**src/i2tp_map.svh**
```systemverilog
// Constants of the two-wire target register port
`ifndef I2TP_MAP_SVH
`define I2TP_MAP_SVH
// =============================================
// Address and framing
`define I2TP_ADDR_UPPER      4'hB
`define I2TP_BYTE_BITS       4'h8
`define I2TP_ACK_BIT         4'h8
// =============================================
// Timing
`define I2TP_CLK_PERIOD_NS   10
`define I2TP_SPIKE_NS        50
`define I2TP_FILT_CYC        (((`I2TP_SPIKE_NS) + (`I2TP_CLK_PERIOD_NS) - 1) / (`I2TP_CLK_PERIOD_NS))
`define I2TP_FILT_W          3
// =============================================
// FIFO
`define I2TP_FIFO_DEPTH      8
`define I2TP_FIFO_WIDTH      24
// =============================================
// Reset values
`define I2TP_RST_REG_ADDR    16'h0000
// Both select pins high: port off, also the strap value held in reset
`define I2TP_SEL_OFF         4'hA
`endif

```
**src/i2tp_pkg.sv**
```systemverilog
// Types of the two-wire target register port
package i2tp_pkg;
	// =============================================
	// Protocol states
	typedef enum logic [2:0] {
		ST_IDLE  = 3'b000,
		ST_ADDR  = 3'b001,
		ST_ADDR_ACK = 3'b010,
		ST_WRX   = 3'b011,
		ST_WACK  = 3'b100,
		ST_RTX   = 3'b101,
		ST_RACK  = 3'b110,
		ST_WAIT  = 3'b111
	} i2tp_state_e;

	// Register write carried through the FIFO
	typedef struct packed {
		logic [15:0] addr;
		logic [7:0]  data;
	} i2tp_wr_s;
endpackage

```
**src/i2tp_fifo.sv**
```systemverilog
// Small synchronous FIFO with valid/ready on both sides
`timescale 1ns/10ps
module i2tp_fifo #(
	parameter int WIDTH = 24,
	parameter int DEPTH = 8
) (
	// Clock and reset
	input  wire logic             core_clk,
	input  wire logic             resetn,
	// Fill side
	input  wire logic [WIDTH-1:0] in_data,
	input  wire logic             in_valid,
	output logic                  in_ready,
	// Drain side
	output logic [WIDTH-1:0]      out_data,
	output logic                  out_valid,
	input  wire logic             out_ready
);
	localparam int AW = $clog2(DEPTH);
	logic [WIDTH-1:0] mem [DEPTH];
	logic [AW:0]      wr_ptr;
	logic [AW:0]      rd_ptr;
	logic [AW:0]      fill;

	// =============================================
	// Pointers; full and empty from the count
	assign fill      = wr_ptr - rd_ptr;
	assign in_ready  = (fill != DEPTH[AW:0]);
	assign out_valid = (fill != '0);
	assign out_data  = mem[rd_ptr[AW-1:0]];

	always_ff @(posedge core_clk or negedge resetn) begin
		if (!resetn) begin
			wr_ptr <= '0;
			rd_ptr <= '0;
		end else begin
			if (in_valid && in_ready) begin
				wr_ptr <= wr_ptr + 1'b1;
			end
			if (out_valid && out_ready) begin
				rd_ptr <= rd_ptr + 1'b1;
			end
		end
	end

	// Storage carries no reset
	always_ff @(posedge core_clk) begin
		if (in_valid && in_ready) begin
			mem[wr_ptr[AW-1:0]] <= in_data;
		end
	end
endmodule // i2tp_fifo

```
**src/i2tp_target.sv**
```systemverilog
// Two-wire target port giving a bus master access to byte registers
`timescale 1ns/10ps
`include "i2tp_map.svh"

// Functional notes
// - SDA changes only while SCL is low, except start and stop.
// - SDA falling while SCL high is start; device detects it.
// - SDA rising while SCL high is stop; device detects it.
// - Bytes are eight bits, MSB first, then one acknowledge slot.
// - Receiver acknowledges by pulling SDA low on ninth pulse.
// - Receiver refuses a byte by leaving SDA high on ninth pulse.
// - First byte: seven-bit address MSB first, then direction, 0 write.
// - Acknowledge only own address; otherwise idle until next start.
// - Every start re-arms the receive logic.
// - Any number of data bytes per transfer.
// - Two bytes after address form register address, high first.
// - Later write bytes are stored from that register address.
// - Address-only write sets current address, changes no data.
// - Read drives data right after address byte from current address.
// - Combined read: address write, repeated start, read transfer.
// - Master refuses last read byte; device releases SDA.
// - Repeated start ends a transfer and begins a new one.
// - Start or stop anywhere; partial bytes discarded.
// - SCL and SDA are filtered against short spikes.
// - Upper four address bits are 1011.
// - Lower three bits from select pins; both high disables port.
// - Works at standard and fast mode clock rates.
module i2tp_target (
	// Clock and reset
	input  wire logic                core_clk,
	input  wire logic                resetn,
	// Bus pins
	input  wire logic                scl_in,
	input  wire logic                sda_in,
	output logic                     sda_out,
	output logic                     sda_oe,
	// Address select, decoded three-level pins: 00 low, 01 open, 10 high
	input  wire logic [1:0]          port_select_upper_pin,
	input  wire logic [1:0]          port_select_lower_pin,
	// Register write stream
	output i2tp_pkg::i2tp_wr_s       wr,
	output logic                     wr_valid,
	input  wire logic                wr_ready,
	// Register read
	output logic [15:0]              rd_addr,
	input  wire logic [7:0]          rd_data,
	// Status
	output logic                     port_enabled
);
	// =============================================
	// State
	typedef struct packed {
		logic [1:0]              scl_sy;
		logic [1:0]              sda_sy;
		logic [`I2TP_FILT_W-1:0] scl_cnt;
		logic [`I2TP_FILT_W-1:0] sda_cnt;
		logic                    scl_f;
		logic                    sda_f;
		i2tp_pkg::i2tp_state_e   st;
		logic [3:0]              bit_cnt;
		logic [7:0]              shreg;
		logic [1:0]              addr_bytes;
		logic                    rnw;
		logic [15:0]             reg_addr;
		logic                    sda_oe;
		logic                    sda_out;
		logic                    push;
		i2tp_pkg::i2tp_wr_s      push_data;
		logic                    en;
		logic [6:0]              own_addr;
		logic [3:0]              sel_sy0;
		logic [3:0]              sel_sy1;
	} i2tp_st_s;

	i2tp_st_s          r;
	i2tp_st_s          next_r;
	logic              fifo_in_ready;
	logic              scl_rise;
	logic              scl_fall;
	logic              start_cond;
	logic              stop_cond;
	logic [2:0]        sel_code;

	// =============================================
	// Select straps come from pins, so only their second flop is decoded
	// Three-level pair to 0..7; both high would give 8, which wraps to 0 in three bits
	assign sel_code   = 3'(r.sel_sy1[3:2] * 2'd3 + r.sel_sy1[1:0]);

	always_comb begin
		next_r      = r;
		next_r.push = 1'b0;
		// Two flops before any logic reads the pins
		next_r.scl_sy = {r.scl_sy[0], scl_in};
		next_r.sda_sy = {r.sda_sy[0], sda_in};
		// Spike filter: level must persist before it is accepted
		if (r.scl_sy[1] == r.scl_f) begin
			next_r.scl_cnt = '0;
		end else if (r.scl_cnt == `I2TP_FILT_W'(`I2TP_FILT_CYC)) begin
			next_r.scl_f   = r.scl_sy[1];
			next_r.scl_cnt = '0;
		end else begin
			next_r.scl_cnt = r.scl_cnt + 1'b1;
		end
		if (r.sda_sy[1] == r.sda_f) begin
			next_r.sda_cnt = '0;
		end else if (r.sda_cnt == `I2TP_FILT_W'(`I2TP_FILT_CYC)) begin
			next_r.sda_f   = r.sda_sy[1];
			next_r.sda_cnt = '0;
		end else begin
			next_r.sda_cnt = r.sda_cnt + 1'b1;
		end
		// Edges and bus conditions; made here so nothing loops back through next_r
		scl_rise   = !r.scl_f && next_r.scl_f;
		scl_fall   = r.scl_f && !next_r.scl_f;
		start_cond = r.scl_f && next_r.scl_f && r.sda_f && !next_r.sda_f;
		stop_cond  = r.scl_f && next_r.scl_f && !r.sda_f && next_r.sda_f;
		// Straps follow the synchronised select pins; both high disables the port
		next_r.sel_sy0  = {port_select_upper_pin, port_select_lower_pin};
		next_r.sel_sy1  = r.sel_sy0;
		next_r.en       = (r.sel_sy1 != `I2TP_SEL_OFF);
		next_r.own_addr = {`I2TP_ADDR_UPPER, sel_code};

		// Protocol engine, run on filtered SCL edges
		if (!r.en) begin
			next_r.st     = i2tp_pkg::ST_IDLE;
			next_r.sda_oe = 1'b0;
		end else if (start_cond) begin
			// Any start, repeated or not, re-arms and drops partial bytes
			next_r.st      = i2tp_pkg::ST_ADDR;
			next_r.bit_cnt = '0;
			next_r.sda_oe  = 1'b0;
		end else if (stop_cond) begin
			next_r.st     = i2tp_pkg::ST_IDLE;
			next_r.sda_oe = 1'b0;
		end else begin
			case (r.st)
				i2tp_pkg::ST_ADDR, i2tp_pkg::ST_WRX: begin
					if (scl_rise) begin
						next_r.shreg   = {r.shreg[6:0], next_r.sda_f};
						next_r.bit_cnt = r.bit_cnt + 1'b1;
					end
					if (scl_fall && r.bit_cnt == `I2TP_BYTE_BITS) begin
						next_r.bit_cnt = '0;
						if (r.st == i2tp_pkg::ST_ADDR) begin
							if (r.shreg[7:1] == r.own_addr) begin
								next_r.rnw    = r.shreg[0];
								next_r.sda_oe = 1'b1;
								next_r.sda_out = 1'b0;
								next_r.addr_bytes = '0;
								next_r.st     = i2tp_pkg::ST_ADDR_ACK;
							end else begin
								next_r.st = i2tp_pkg::ST_IDLE;
							end
						end else if (r.addr_bytes != 2'd2) begin
							// Register address, high byte first
							if (r.addr_bytes == 2'd0) begin
								next_r.reg_addr[15:8] = r.shreg;
							end else begin
								next_r.reg_addr[7:0] = r.shreg;
							end
							next_r.addr_bytes = r.addr_bytes + 1'b1;
							next_r.sda_oe = 1'b1;
							next_r.sda_out = 1'b0;
							next_r.st     = i2tp_pkg::ST_WACK;
						end else if (fifo_in_ready) begin
							next_r.push      = 1'b1;
							next_r.push_data = '{addr: r.reg_addr, data: r.shreg};
							next_r.reg_addr  = r.reg_addr + 1'b1;
							next_r.sda_oe    = 1'b1;
							next_r.sda_out   = 1'b0;
							next_r.st        = i2tp_pkg::ST_WACK;
						end else begin
							// No room: refuse the byte by leaving SDA released
							next_r.sda_oe = 1'b0;
							next_r.st     = i2tp_pkg::ST_WACK;
						end
					end
				end
				i2tp_pkg::ST_ADDR_ACK, i2tp_pkg::ST_WACK: begin
					if (scl_fall) begin
						if (r.st == i2tp_pkg::ST_ADDR_ACK && r.rnw) begin
							// Read begins right after the address byte
							next_r.shreg   = rd_data;
							next_r.sda_out = rd_data[7];
							next_r.sda_oe  = 1'b1;
							next_r.bit_cnt = 4'h1;
							next_r.st      = i2tp_pkg::ST_RTX;
						end else begin
							next_r.sda_oe = 1'b0;
							next_r.st     = i2tp_pkg::ST_WRX;
						end
					end
				end
				i2tp_pkg::ST_RTX: begin
					if (scl_fall) begin
						if (r.bit_cnt == `I2TP_BYTE_BITS) begin
							next_r.sda_oe = 1'b0; // Master drives acknowledge
							next_r.reg_addr = r.reg_addr + 1'b1;
							next_r.st     = i2tp_pkg::ST_RACK;
						end else begin
							next_r.sda_out = r.shreg[3'(7 - r.bit_cnt)];
							next_r.bit_cnt = r.bit_cnt + 1'b1;
						end
					end
				end
				i2tp_pkg::ST_RACK: begin
					if (scl_rise) begin
						// Refusal ends the read and leaves SDA released
						next_r.st = next_r.sda_f ? i2tp_pkg::ST_WAIT : i2tp_pkg::ST_RACK;
						next_r.rnw = !next_r.sda_f;
					end
					if (scl_fall && r.rnw) begin
						next_r.shreg   = rd_data;
						next_r.sda_out = rd_data[7];
						next_r.sda_oe  = 1'b1;
						next_r.bit_cnt = 4'h1;
						next_r.st      = i2tp_pkg::ST_RTX;
					end
				end
				i2tp_pkg::ST_WAIT, i2tp_pkg::ST_IDLE: begin
					next_r.sda_oe = 1'b0;
				end
				default: begin
					next_r.st = i2tp_pkg::ST_IDLE;
				end
			endcase
		end
	end

	// State register
	always_ff @(posedge core_clk or negedge resetn) begin
		if (!resetn) begin
			// Straps start at the off code so the port stays quiet until the pins are seen
			r <= '{scl_sy: 2'h3, sda_sy: 2'h3, scl_f: 1'b1, sda_f: 1'b1, st: i2tp_pkg::ST_IDLE,
				reg_addr: `I2TP_RST_REG_ADDR, sda_out: 1'b1, sel_sy0: `I2TP_SEL_OFF,
				sel_sy1: `I2TP_SEL_OFF, default: '0};
		end else begin
			r <= next_r;
		end
	end

	// =============================================
	// Write FIFO; when full, incoming bytes are refused on the bus
	i2tp_fifo #(
		.WIDTH (`I2TP_FIFO_WIDTH),
		.DEPTH (`I2TP_FIFO_DEPTH)
	) u_fifo (
		.core_clk  (core_clk),
		.resetn    (resetn),
		.in_data   (r.push_data),
		.in_valid  (r.push),
		.in_ready  (fifo_in_ready),
		.out_data  (wr),
		.out_valid (wr_valid),
		.out_ready (wr_ready)
	);

	assign sda_out      = r.sda_out;
	assign sda_oe       = r.sda_oe;
	assign rd_addr      = r.reg_addr;
	assign port_enabled = r.en;

	// =============================================
	// Checks
	AST_ACK_LOW: assert property (@(posedge core_clk) disable iff (!resetn)
		(r.st == i2tp_pkg::ST_ADDR_ACK) |-> (sda_oe && !sda_out))
		else $error("ack slot not driven low");
	AST_START_REARM: assert property (@(posedge core_clk) disable iff (!resetn)
		(r.en && start_cond) |=> (r.st == i2tp_pkg::ST_ADDR && r.bit_cnt == 4'h0))
		else $error("start did not re-arm");
	AST_STOP_IDLE: assert property (@(posedge core_clk) disable iff (!resetn)
		(r.en && stop_cond && !start_cond) |=> (r.st == i2tp_pkg::ST_IDLE && !sda_oe))
		else $error("stop did not idle");
	AST_DISABLED: assert property (@(posedge core_clk) disable iff (!resetn)
		!r.en |=> !sda_oe)
		else $error("disabled port drives sda");
	AST_PUSH_INC: assert property (@(posedge core_clk) disable iff (!resetn)
		r.push |-> (r.reg_addr == r.push_data.addr + 16'h0001))
		else $error("address not advanced");
	AST_NO_DRIVE_IDLE: assert property (@(posedge core_clk) disable iff (!resetn)
		(r.st == i2tp_pkg::ST_IDLE) |=> !sda_oe)
		else $error("idle target drives sda");
	AST_RX_HOLD: assert property (@(posedge core_clk) disable iff (!resetn)
		(sda_oe && r.scl_f && next_r.scl_f && !start_cond && !stop_cond) |=> $stable(sda_out))
		else $error("sda changed during scl high");
	AST_NACK_RELEASE: assert property (@(posedge core_clk) disable iff (!resetn)
		(r.st == i2tp_pkg::ST_RACK && scl_rise && next_r.sda_f) |=> ##1 !sda_oe)
		else $error("sda held after refusal");
	AST_MISMATCH_IDLE: assert property (@(posedge core_clk) disable iff (!resetn)
		(r.en && r.st == i2tp_pkg::ST_ADDR && scl_fall && r.bit_cnt == 4'h8 && r.shreg[7:1] != r.own_addr)
		|=> (r.st == i2tp_pkg::ST_IDLE && !sda_oe))
		else $error("foreign address answered");
	AST_READ_LOAD: assert property (@(posedge core_clk) disable iff (!resetn)
		(r.en && r.st == i2tp_pkg::ST_ADDR_ACK && r.rnw && scl_fall)
		|=> (r.st == i2tp_pkg::ST_RTX && sda_oe && sda_out == $past(rd_data[7])))
		else $error("read byte not loaded from register");
	AST_FULL_NACK: assert property (@(posedge core_clk) disable iff (!resetn)
		(r.en && r.st == i2tp_pkg::ST_WRX && scl_fall && r.bit_cnt == 4'h8 && r.addr_bytes == 2'd2 && !fifo_in_ready)
		|=> (!sda_oe && !r.push))
		else $error("byte acknowledged with no room");
	AST_ADDR_LOW: assert property (@(posedge core_clk) disable iff (!resetn)
		(r.en && r.st == i2tp_pkg::ST_WRX && scl_fall && r.bit_cnt == 4'h8 && r.addr_bytes == 2'd1)
		|=> (rd_addr[7:0] == $past(r.shreg) && !r.push))
		else $error("low address byte not taken");
endmodule // i2tp_target

```
**config.mk**
```make
export PLATFORM = sky130hd
export DESIGN_NAME = i2tp_target
export DESIGN_NICKNAME = d
export VERILOG_FILES = /design/src/i2tp_pkg.sv /design/src/i2tp_fifo.sv /design/src/i2tp_target.sv
export VERILOG_INCLUDE_DIRS = /design/src
export SDC_FILE = /design/constraint.sdc
export NUM_CORES = 1
export LEC_CHECK = 0
export BUFFER_PORTS_ARGS = -buffer_cell sky130_fd_sc_hd__buf_4
export CAP_MARGIN = 0
export CORE_UTILIZATION = 45
export DETAILED_ROUTE_END_ITERATION = 6
export HOLD_SLACK_MARGIN = 0.02
export PLACE_DENSITY = 0.63
export SLEW_MARGIN = 10
export SYNTH_ARGS = -nofsm -noshare
export SYNTH_HDL_FRONTEND = slang
export SYNTH_SLANG_ARGS = --single-unit
export TNS_END_PERCENT = 5
```
**constraint.sdc**
```tcl
create_clock -name core_clk -period 6.6 [get_ports core_clk]
set_clock_uncertainty 0.1 [all_clocks]
set_input_delay 0.33 -clock core_clk [delete_from_list [all_inputs] [get_ports core_clk]]
set_output_delay 0.33 -clock core_clk [all_outputs]
set_load 0.01 [all_outputs]
```
==> results.txt, run 1 <==
----------------------------------------------------
[Placed design]
  Number of instances in the placed design ... approximately 1300
  Detailed placer's ending HPWL ... 16300 µm
  Minimum setup slack after placement ... 2.15 ns
  IO buf count ... 60
  Final weighted congestion in routability-driven placement ... 0.848

[Routing]
  DR WL/cell ... 19.7 µm
  Via/cell ratio ... approximately 5.6
  DR vias ... approximately 7400
  Detailed-route wire length ... 26000 µm
  First-pass DRT Iterations ... 5
  Remaining number of nets flagged by the antenna check after routing ... 0
  DRC ... 0
  Iter 0 DRT Violations ... slightly above 600

[Setup path]
  WS Path Type ... register to register
  Crit Path Max Fanout ... 30
  Data required time of the worst path ... 6.73 ns
  CP max-delay cell ... sky130_fd_sc_hd__dfrtp_1
  Largest stage delay on the critical path ... 1.03 ns
  Ordered cell list for the critical path ... clkinv_1 > ha_1 > a21oi_1 > nand3_1 > nand4_1 > buf_4 > nand3_1 > nor3b_2 > buf_4
  R2r startpoint ... u_fifo.rd_ptr[2]$_DFFE_PN0P_
  Setup crit start ... u_fifo.rd_ptr[2]$_DFFE_PN0P_
  Critical path endpoint category ... register
  Crit path launch type ... register
  Arrival time worst endpoint ... 4.46 ns

[GRT]
  Via count of the first global-routing pass ... between 7000 and 8000
  Maximum number of pins on one net before global-route repair ... 58
  GRT Total Usage ... 0.189
  Wire length of the first global-routing pass ... 41500 µm
  Number of antenna violations at the first check in global routing ... 0
  Total grt overflow ... 0

[Power and ir drop]
  Sequential fraction of design power ... 0.458
  Areal power density over the cells ... 328 mW/mm²
  Switching power total ... 1360 µW
  Power share of the clock group ... 0.342
  Fraction of power spent switching nets ... 0.291
  LEAKAGE ... 0.00490 µW
  Fraction of power consumed by combinational cells ... 0.200
  Maximum vdd ir drop ... 0.209 mV
  Internal portion of total power ... 3300 µW
  Total Power ... 4660 µW

[Yosys]
  Proportion of synthesized chip area in sequential cells ... 0.654
  Yosys reg bits ... 286
  Number of flops mapped to enable cells by yosys ... 192
  Most instantiated flip-flop cell in the synthesis netlist ... sky130_fd_sc_hd__edfxtp_1
  Syn_area_per_cell ... 13.9 µm²
  Async set or reset register ratio after synthesis ... 0.329
  Syn Nets ... 928
  Cell count after synthesis ... 897
  Number of distinct library cells after synthesis ... 73
  Netlist area before placement ... around 0.012 mm²
  Warning count from the yosys run ... 0

[Timing]
  Worst-margin pin slew ... approximately 1.2 ns
  Final Setup Violations ... 0
  Max-slew violation count ... 0
  Setup repair after global routing missed its margin ... false
  Hold violation total from the final report ... 0
  Period utilisation layout ... 0.655
  PnR worst setup slack ... 2.28 ns
  Rel. slew slack ... 0.168
  Clock period minus worst slack ... 4.32 ns
  TNS Setup ... 0 ns
  Top achievable clock speed ... 231 MHz

[Clock network]
  Sinks on the clock net ... 286
  Clock buffer depth ... 3
  TritonCTS clock tree ... done
  Clock insertion delay at the later pin of the skew report ... about 0.57 ns
  Post-CTS resize count ... 0
  Root Driver ... sky130_fd_sc_hd__clkbuf_16
  H-tree levels ... 1
  Number of buffers created by CTS ... 30
  Post-CTS clock slew at the launch and capture registers of the worst setup and hold paths ... 0.07 ns
  Post CTS Setup Buffer Count ... 0

[Layout]
  ANT cells ... 0
  Fraction of final layout cells with drive strength greater than 1 ... 0.211
  Filler Cells Inserted ... ~2300
  Storage element area ... 0.00814 mm²
  Count of non-filler cells in the finished layout ... 1319
  Area Growth Syn to Fin ... 14.2%
  Multi-input logic area ... roughly 0.004 mm²
  Total Nets Final ... 987

[Floorplan]
  Initial Utilization ... 0.460
  Number of top-level pins ... 61
  Die Y ... 168 µm
  Floorplan Core Area ... 0.0270 mm²
  Number of placement rows ... 60
  Full die area ... 0.0283 mm²
  Die width ... between 150 and 200 µm

[Worst hold path]
  Worst Hold Class ... input pin to register
  Hold path startpoint ... rd_data[7]

[Flow run]
  Number of maximum-capacitance constraint violations ... 0

[Run status]
  Status ... complete, no violations

----------------------------------------------------
==> layer usage <==
metal	track usage	up-vias	part of all wire
met5	0	-	0
met4	0.0506	0	0.021
met3	0.0289	46	0.045
met2	0.316	182	0.49
met1	0.259	3744	0.45
li1	-	3465	-
==> cells in the mapped netlist, drive strengths merged (10+ instances only) <==
master | number | share of area
a21oi | 30 | 0.013
buf | 35 | 0.020
clkbuf | 27 | 0.0082
dfrtp | 83 | 0.17
dfstp | 11 | 0.023
edfxtp | 192 | 0.46
ha | 13 | 0.013
inv | 14 | 0.0042
mux4 | 50 | 0.091
nand2 | 167 | 0.051
nand3 | 38 | 0.015
nor2 | 36 | 0.011
nor3 | 10 | 0.0040
o21ai | 41 | 0.017
xnor2 | 10 | 0.0076
==> timing repair <==
item,in CTS,in global routing
endpoints found under the hold margin,51,0
hold buffers,15,0
setup endpoints to repair,0,0
==> worst max-delay path: cells and delay by family, from the launching register on <==
kind | cells | cell delay (ns)
AO/OA/AOI/OAI | 1 | 0.20
adder cells (fa/ha/maj) | 1 | 0.39
buffers and inverters | 3 | 0.93
flip-flops | 1 | 1.03
AND/OR/NAND/NOR | 4 | 1.33
==> flip-flops by register name (all words and copies together) (netlist names) <==
name / count
next_r: 6
port_enabled: 1
r: 61
rd_addr: 16
sda_oe: 1
sda_out: 1
u_fifo.mem: 192
u_fifo.rd_ptr: 4
u_fifo.wr_ptr: 4
==> logic make-up (layout without fill, tap and decap cells) <==
logic type / Yosys count / count (layout) / synth area share
multiplexers: 60 / 60 / 0.0992
AO/OA/AOI/OAI: 133 / 133 / 0.0699
adder cells (fa/ha/maj): 14 / 14 / 0.0147
buffers and inverters: 78 / 159 / 0.0333
flip-flops: 286 / 286 / 0.654
AND/OR/NAND/NOR: 309 / 309 / 0.117
other: 1 / 1 / 0.000302
XOR/XNOR: 16 / 16 / 0.0119
==> path summary, 6_finish.rpt <==
kind	slack (ns)	endpoint	depth (start not counted)
setup / recovery	2.28	u_fifo.mem[6][0]$_DFFE_PP_	9
hold / removal	0.14	sda_out$_DFFE_PN1P_	4
setup reg to reg	2.28	u_fifo.mem[6][0]$_DFFE_PP_	9
hold reg to reg	0.25	r[0]$_DFF_PN0_	0
max in group asynchronous	5.06	u_fifo.rd_ptr[0]$_DFFE_PN0P_	3
min in group asynchronous	0.17	r[67]$_DFFE_PN0P_	2
==> stage by stage <==
stage	hold WS, ns	area [µm²]	util
4_1_cts	0.127	14200	0.525
5_1_grt	0.190	14200	0.525
2_1_floorplan	-0.0656	12400	-
3_3_place_gp	0.222	13100	0.485
6_report	0.142	14200	0.525
3_5_place_dp	0.226	13100	0.485
==> cell usage in the layout (no fill, tap or decap), types with 5 or more instances in the layout <==
master	count
sky130_fd_sc_hd__a21o_1	6
sky130_fd_sc_hd__a21oi_1	28
sky130_fd_sc_hd__a22o_1	5
sky130_fd_sc_hd__a22oi_1	8
sky130_fd_sc_hd__and3_1	7
sky130_fd_sc_hd__buf_4	74
sky130_fd_sc_hd__clkbuf_1	5
sky130_fd_sc_hd__clkbuf_16	30
sky130_fd_sc_hd__clkinv_1	12
sky130_fd_sc_hd__clkinv_2	5
sky130_fd_sc_hd__dfrtp_1	81
sky130_fd_sc_hd__dfstp_2	11
sky130_fd_sc_hd__dlygate4sd3_1	15
sky130_fd_sc_hd__edfxtp_1	192
sky130_fd_sc_hd__ha_1	13
sky130_fd_sc_hd__inv_1	14
sky130_fd_sc_hd__mux2_2	5
sky130_fd_sc_hd__mux4_2	50
sky130_fd_sc_hd__nand2_1	164
sky130_fd_sc_hd__nand3_1	38
sky130_fd_sc_hd__nand3b_1	7
sky130_fd_sc_hd__nand4_1	7
sky130_fd_sc_hd__nor2_1	34
sky130_fd_sc_hd__nor2b_1	5
sky130_fd_sc_hd__nor3_1	5
sky130_fd_sc_hd__o211ai_1	8
sky130_fd_sc_hd__o21ai_0	40
sky130_fd_sc_hd__o22ai_1	6
sky130_fd_sc_hd__xnor2_1	9
sky130_fd_sc_hd__xor2_1	6
==> power by group through the flow <==
stage / Combinational, µW / Sequential (µW) / Clock [µW]
5_1_grt: 1030 / 2150 / 1690
3_3_place_gp: 934 / 2170 / 0
2_1_floorplan: 689 / 2070 / 0
3_5_place_dp: 943 / 2170 / 0
4_1_cts: 951 / 2130 / 1630
6_report: 930 / 2140 / 1590
==> final cells by class <==
class,instances,share of cell area
Sequential cell,286,0.573
Multi-Input combinational cell,533,0.277
Clock buffer,35,0.0542
Timing Repair Buffer,89,0.0497
Tap cell,341,0.0301
Clock inverter,19,0.0114
Inverter,16,0.00423
Note: power is estimated with default switching activity, not from simulation.
==> run 2: changes to the inputs <==
Settings changed: ABC_AREA from default to 1, PLACE_DENSITY 0.63 to 0.65.
Clock period 6.6 ns to 3.5 ns, I/O delays scaled along.
==> results.txt, run 2 <==
----------------------------------------------------
[Clock network]
  Clock buffer depth ... 3 (unchanged)
  Root Driver ... sky130_fd_sc_hd__clkbuf_16 (unchanged)
  TritonCTS clock tree ... done (unchanged)
  Number of buffers created by CTS ... 29 (was 30)
  Sinks on the clock net ... 286 (unchanged)
  Post-CTS clock slew at the launch and capture registers of the worst setup and hold paths ... 0.06 ns (was 0.07 ns)
  H-tree levels ... 1 (unchanged)
  Clock insertion delay at the later pin of the skew report ... 0.55 ns (was 0.57 ns)
  Post CTS Setup Buffer Count ... 0 (unchanged)

[Setup path]
  Data required time of the worst path ... 3.22 ns (was 6.73 ns)
  R2r startpoint ... u_fifo.wr_ptr[2]$_DFFE_PN0P_ (was u_fifo.rd_ptr[2]$_DFFE_PN0P_)
  Crit path launch type ... register (unchanged)
  Flop-to-flop setup slack ... 0.55 ns (was 2.28 ns)
  WS Path Type ... register to output port (was register to register)
  Ordered cell list for the critical path ... buf_4 > o21ai_0 > o22ai_1 > nor2_1 > a31oi_1 > buf_4 (was clkinv_1 > ha_1 > a21oi_1 > nand3_1 > nand4_1 > buf_4 > nand3_1 > nor3b_2 > buf_4)
  Most frequent cell on the critical path ... sky130_fd_sc_hd__buf_4
  CP max-delay cell ... sky130_fd_sc_hd__buf_4 (was sky130_fd_sc_hd__dfrtp_1)
  Crit Path Max Fanout ... 98 (was 30)
  Setup crit start ... u_fifo.rd_ptr[0]$_DFFE_PN0P_ (was u_fifo.rd_ptr[2]$_DFFE_PN0P_)
  Largest stage delay on the critical path ... 0.75 ns (was 1.03 ns)
  Critical path endpoint category ... output port (was register)
  Arrival time worst endpoint ... 2.69 ns (was 4.46 ns)
  R2R depth ... 12 (was 9)

[Yosys]
  Commonest cells in the netlist ... sky130_fd_sc_hd__nor2_1, sky130_fd_sc_hd__edfxtp_1, sky130_fd_sc_hd__nand2_1 (was sky130_fd_sc_hd__edfxtp_1, sky130_fd_sc_hd__nand2_1, sky130_fd_sc_hd__dfrtp_1)
  Cell count after synthesis ... 1227 (was 897)
  Yosys reg bits ... 286 (unchanged)
  Synthesized-area fraction occupied by and/or/nand/nor cells ... 0.175 (was 0.117)
  Async set or reset register ratio after synthesis ... 0.329 (unchanged)
  Adder-cell share of the synthesized area ... 0.0143 (was 0.0147)
  Syn_area_per_cell ... 10.4 µm² (was 13.9 µm²)
  Dominant combinational cell family by area after synthesis ... simple AND/OR/NAND/NOR gates (unchanged)
  Netlist area before placement ... 0.0127 mm² (was 0.0124 mm²)
  Compound-Gate Fraction of Synth Area ... 0.110 (was 0.0699)
  Number of flops mapped to enable cells by yosys ... 192 (unchanged)
  Proportion of synthesized chip area in sequential cells ... 0.638 (was 0.654)
  Syn Nets ... 1258 (was 928)
  Most used standard cell by instance count after synthesis ... sky130_fd_sc_hd__nor2_1 (was sky130_fd_sc_hd__edfxtp_1)
  Synth area leaders ... sky130_fd_sc_hd__edfxtp_1, sky130_fd_sc_hd__dfrtp_1, sky130_fd_sc_hd__nor2_1, sky130_fd_sc_hd__o21ai_0, sky130_fd_sc_hd__nand2_1 (was sky130_fd_sc_hd__edfxtp_1, sky130_fd_sc_hd__dfrtp_1, sky130_fd_sc_hd__mux4_2, sky130_fd_sc_hd__nand2_1, sky130_fd_sc_hd__dfstp_2)
  Most instantiated flip-flop cell in the synthesis netlist ... sky130_fd_sc_hd__edfxtp_1 (unchanged)
  Xor/xnor cell area share of the yosys netlist ... 0.0131 (was 0.0119)
  Number of distinct library cells after synthesis ... 45 (was 73)
  Warning count from the yosys run ... 0 (unchanged)
  Top-area cell type share of the netlist area ... 0.453 (was 0.464)
  Mux cell area share after synthesis ... 0 (was 0.0992)
  Most area-hungry cell type in the Yosys netlist ... sky130_fd_sc_hd__edfxtp_1 (unchanged)

[Timing]
  Period utilisation layout ... 0.848
  Rel. slew slack ... 0.304 (was 0.168)
  Max-slew violation count ... 0 (unchanged)
  Hold violation total from the final report ... 0 (unchanged)
  Top achievable clock speed ... ~340 MHz
  Final Setup Violations ... 0 (unchanged)
  Setup repair after global routing missed its margin ... false (unchanged)
  Worst-margin pin slew ... 1.04 ns (was 1.24 ns)
  Clock period minus worst slack ... between 2 and 3 ns
  TNS Setup ... 0 ns (unchanged)
  PnR worst setup slack ... 0.531 ns (was 2.28 ns)

[Placed design]
  Detailed placer's ending HPWL ... 18400 µm (was 16300 µm)
  Final weighted congestion in routability-driven placement ... 0.881 (was 0.848)
  Minimum setup slack after placement ... 0.561 ns (was 2.15 ns)
  IO buf count ... 60 (unchanged)

[Power and ir drop]
  Areal power density over the cells ... 603 mW/mm² (was 328 mW/mm²)
  LEAKAGE ... 0.00528 µW (was 0.00490 µW)
  Maximum vdd ir drop ... 0.426 mV (was 0.209 mV)

[GRT]
  Wire length of the first global-routing pass ... 45500 µm (was 41500 µm)
  Number of antenna violations at the first check in global routing ... 0 (unchanged)
  Via count of the first global-routing pass ... 8544 (was 7423)
  Maximum number of pins on one net before global-route repair ... 99 (was 58)
  GRT Total Usage ... 0.201 (was 0.189)
  Total grt overflow ... 0 (unchanged)

[Routing]
  Iter 0 DRT Violations ... 780 (was 619)
  Remaining number of nets flagged by the antenna check after routing ... 0 (unchanged)
  DRC ... 0 (unchanged)
  First-pass DRT Iterations ... 7 (was 5)
  DR vias ... 8851 (was 7437)
  Detailed-route wire length ... 28400 µm (was 26000 µm)
  Via/cell ratio ... 5.23 (was 5.64)
  DR WL/cell ... 16.8 µm (was 19.7 µm)

[Layout]
  Total Nets Final ... 1321 (was 987)
  Multi-input logic area ... 0.00401 mm² (was 0.00393 mm²)
  Flip-flop count of the largest register, all copies and words added ... 192 (unchanged)
  Fraction of final layout cells with drive strength greater than 1 ... 0.146 (was 0.211)
  Leading cell type in the layout, fill and taps excluded ... sky130_fd_sc_hd__nor2_1 (was sky130_fd_sc_hd__edfxtp_1)
  Area Growth Syn to Fin ... 14.8% (was 14.2%)
  ANT cells ... 0 (unchanged)
  Storage element area ... 0.00813 mm² (was 0.00814 mm²)
  Most frequent cells in the layout ... sky130_fd_sc_hd__nor2_1, sky130_fd_sc_hd__edfxtp_1, sky130_fd_sc_hd__nand2_1 (was sky130_fd_sc_hd__edfxtp_1, sky130_fd_sc_hd__nand2_1, sky130_fd_sc_hd__dfrtp_1)
  Filler Cells Inserted ... 2467 (was 2292)

[Floorplan]
  Die width ... 170 µm (was 168 µm)
  Die Y ... 170 µm (was 168 µm)
  Full die area ... 0.0290 mm² (was 0.0283 mm²)
  Number of top-level pins ... 61 (unchanged)
  Number of placement rows ... 61 (was 60)
  Floorplan Core Area ... 0.0278 mm² (was 0.0270 mm²)
  Initial Utilization ... 0.459 (was 0.460)

[Worst hold path]
  Worst Hold Class ... input pin to register (unchanged)
  Cell depth of the worst hold path ... 2 (was 4)
  Hold path startpoint ... scl_in (was rd_data[7])

[Flow run]
  Number of maximum-capacitance constraint violations ... 0 (unchanged)

[Run status]
  Status ... complete, no violations (unchanged)

----------------------------------------------------
-- run 2: metal layers --
metal	up-vias	global-route usage	part of all wire
met5	-	0	0
met4	0	0.0732	0.032
met3	60	0.0251	0.040
met2	208	0.318	0.45
met1	4258	0.283	0.47
li1	4325	-	-
-- run 2: path summary, 6_finish.rpt --
check                                              end
max                                             wr[20]
min in group asynchronous       rd_addr[6]$_DFFE_PN0P_
max reg2reg                u_fifo.mem[4][20]$_DFFE_PP_
max in group asynchronous              r[78]$_DFF_PN1_
min                               next_r[88]$_DFF_PN1_
min reg2reg                             r[2]$_DFF_PN0_
-- run 2: area by class of cell --
type / count / share of cell area
clock buffers: 45 / 0.0565
clock inverters: 9 / 0.00667
well taps: 378 / 0.0323
inverters: 75 / 0.0196
flip-flops and latches: 286 / 0.556
multi-input cells: 802 / 0.274
repair buffers: 96 / 0.0546
-- run 2: worst max-delay path: cells and delay by family (launching register included) --
family / cells / cell delay, ns
flip-flops: 1 / 0.38
AO/OA/AOI/OAI: 3 / 0.71
AND/OR/NAND/NOR: 1 / 0.08
buffers and inverters: 2 / 0.89
-- run 2: repair_timing --
item / in CTS / in global routing
endpoints found under the hold margin: 81 / 0
setup endpoints to repair: 0 / 0
gates resized for setup: 0 / 0
hold buffers: 16 / 0
-- run 2: kinds of logic after synthesis --
kind of cell	Yosys count
XOR/XNOR	19
AO/OA/AOI/OAI	253
flip-flops	286
other	1
buffers and inverters	139
adder cells (fa/ha/maj)	14
AND/OR/NAND/NOR	515
-- run 2: power breakdown --
part | internal [µW] | total, µW | switching (µW)
sequential | 3670 | 3740 | 70.8
clock | 1760 | 3000 | 1230
combinational | 714 | 2090 | 1380
-- run 2: stage by stage --
stage | util | instances | instance area, µm² | power (µW) | hold slack [ns]
finish | 0.526 | 1691 | 14600 | 8830 | 0.170
global route | 0.526 | 1691 | 14600 | 9250 | 0.160
CTS | 0.526 | 1691 | 14600 | 8910 | 0.153
detailed placement | 0.487 | 1621 | 13500 | 5910 | 0.184
global placement | 0.487 | 1621 | 13500 | 5870 | 0.184
floorplan | - | 1227 | 12700 | 5140 | -0.221
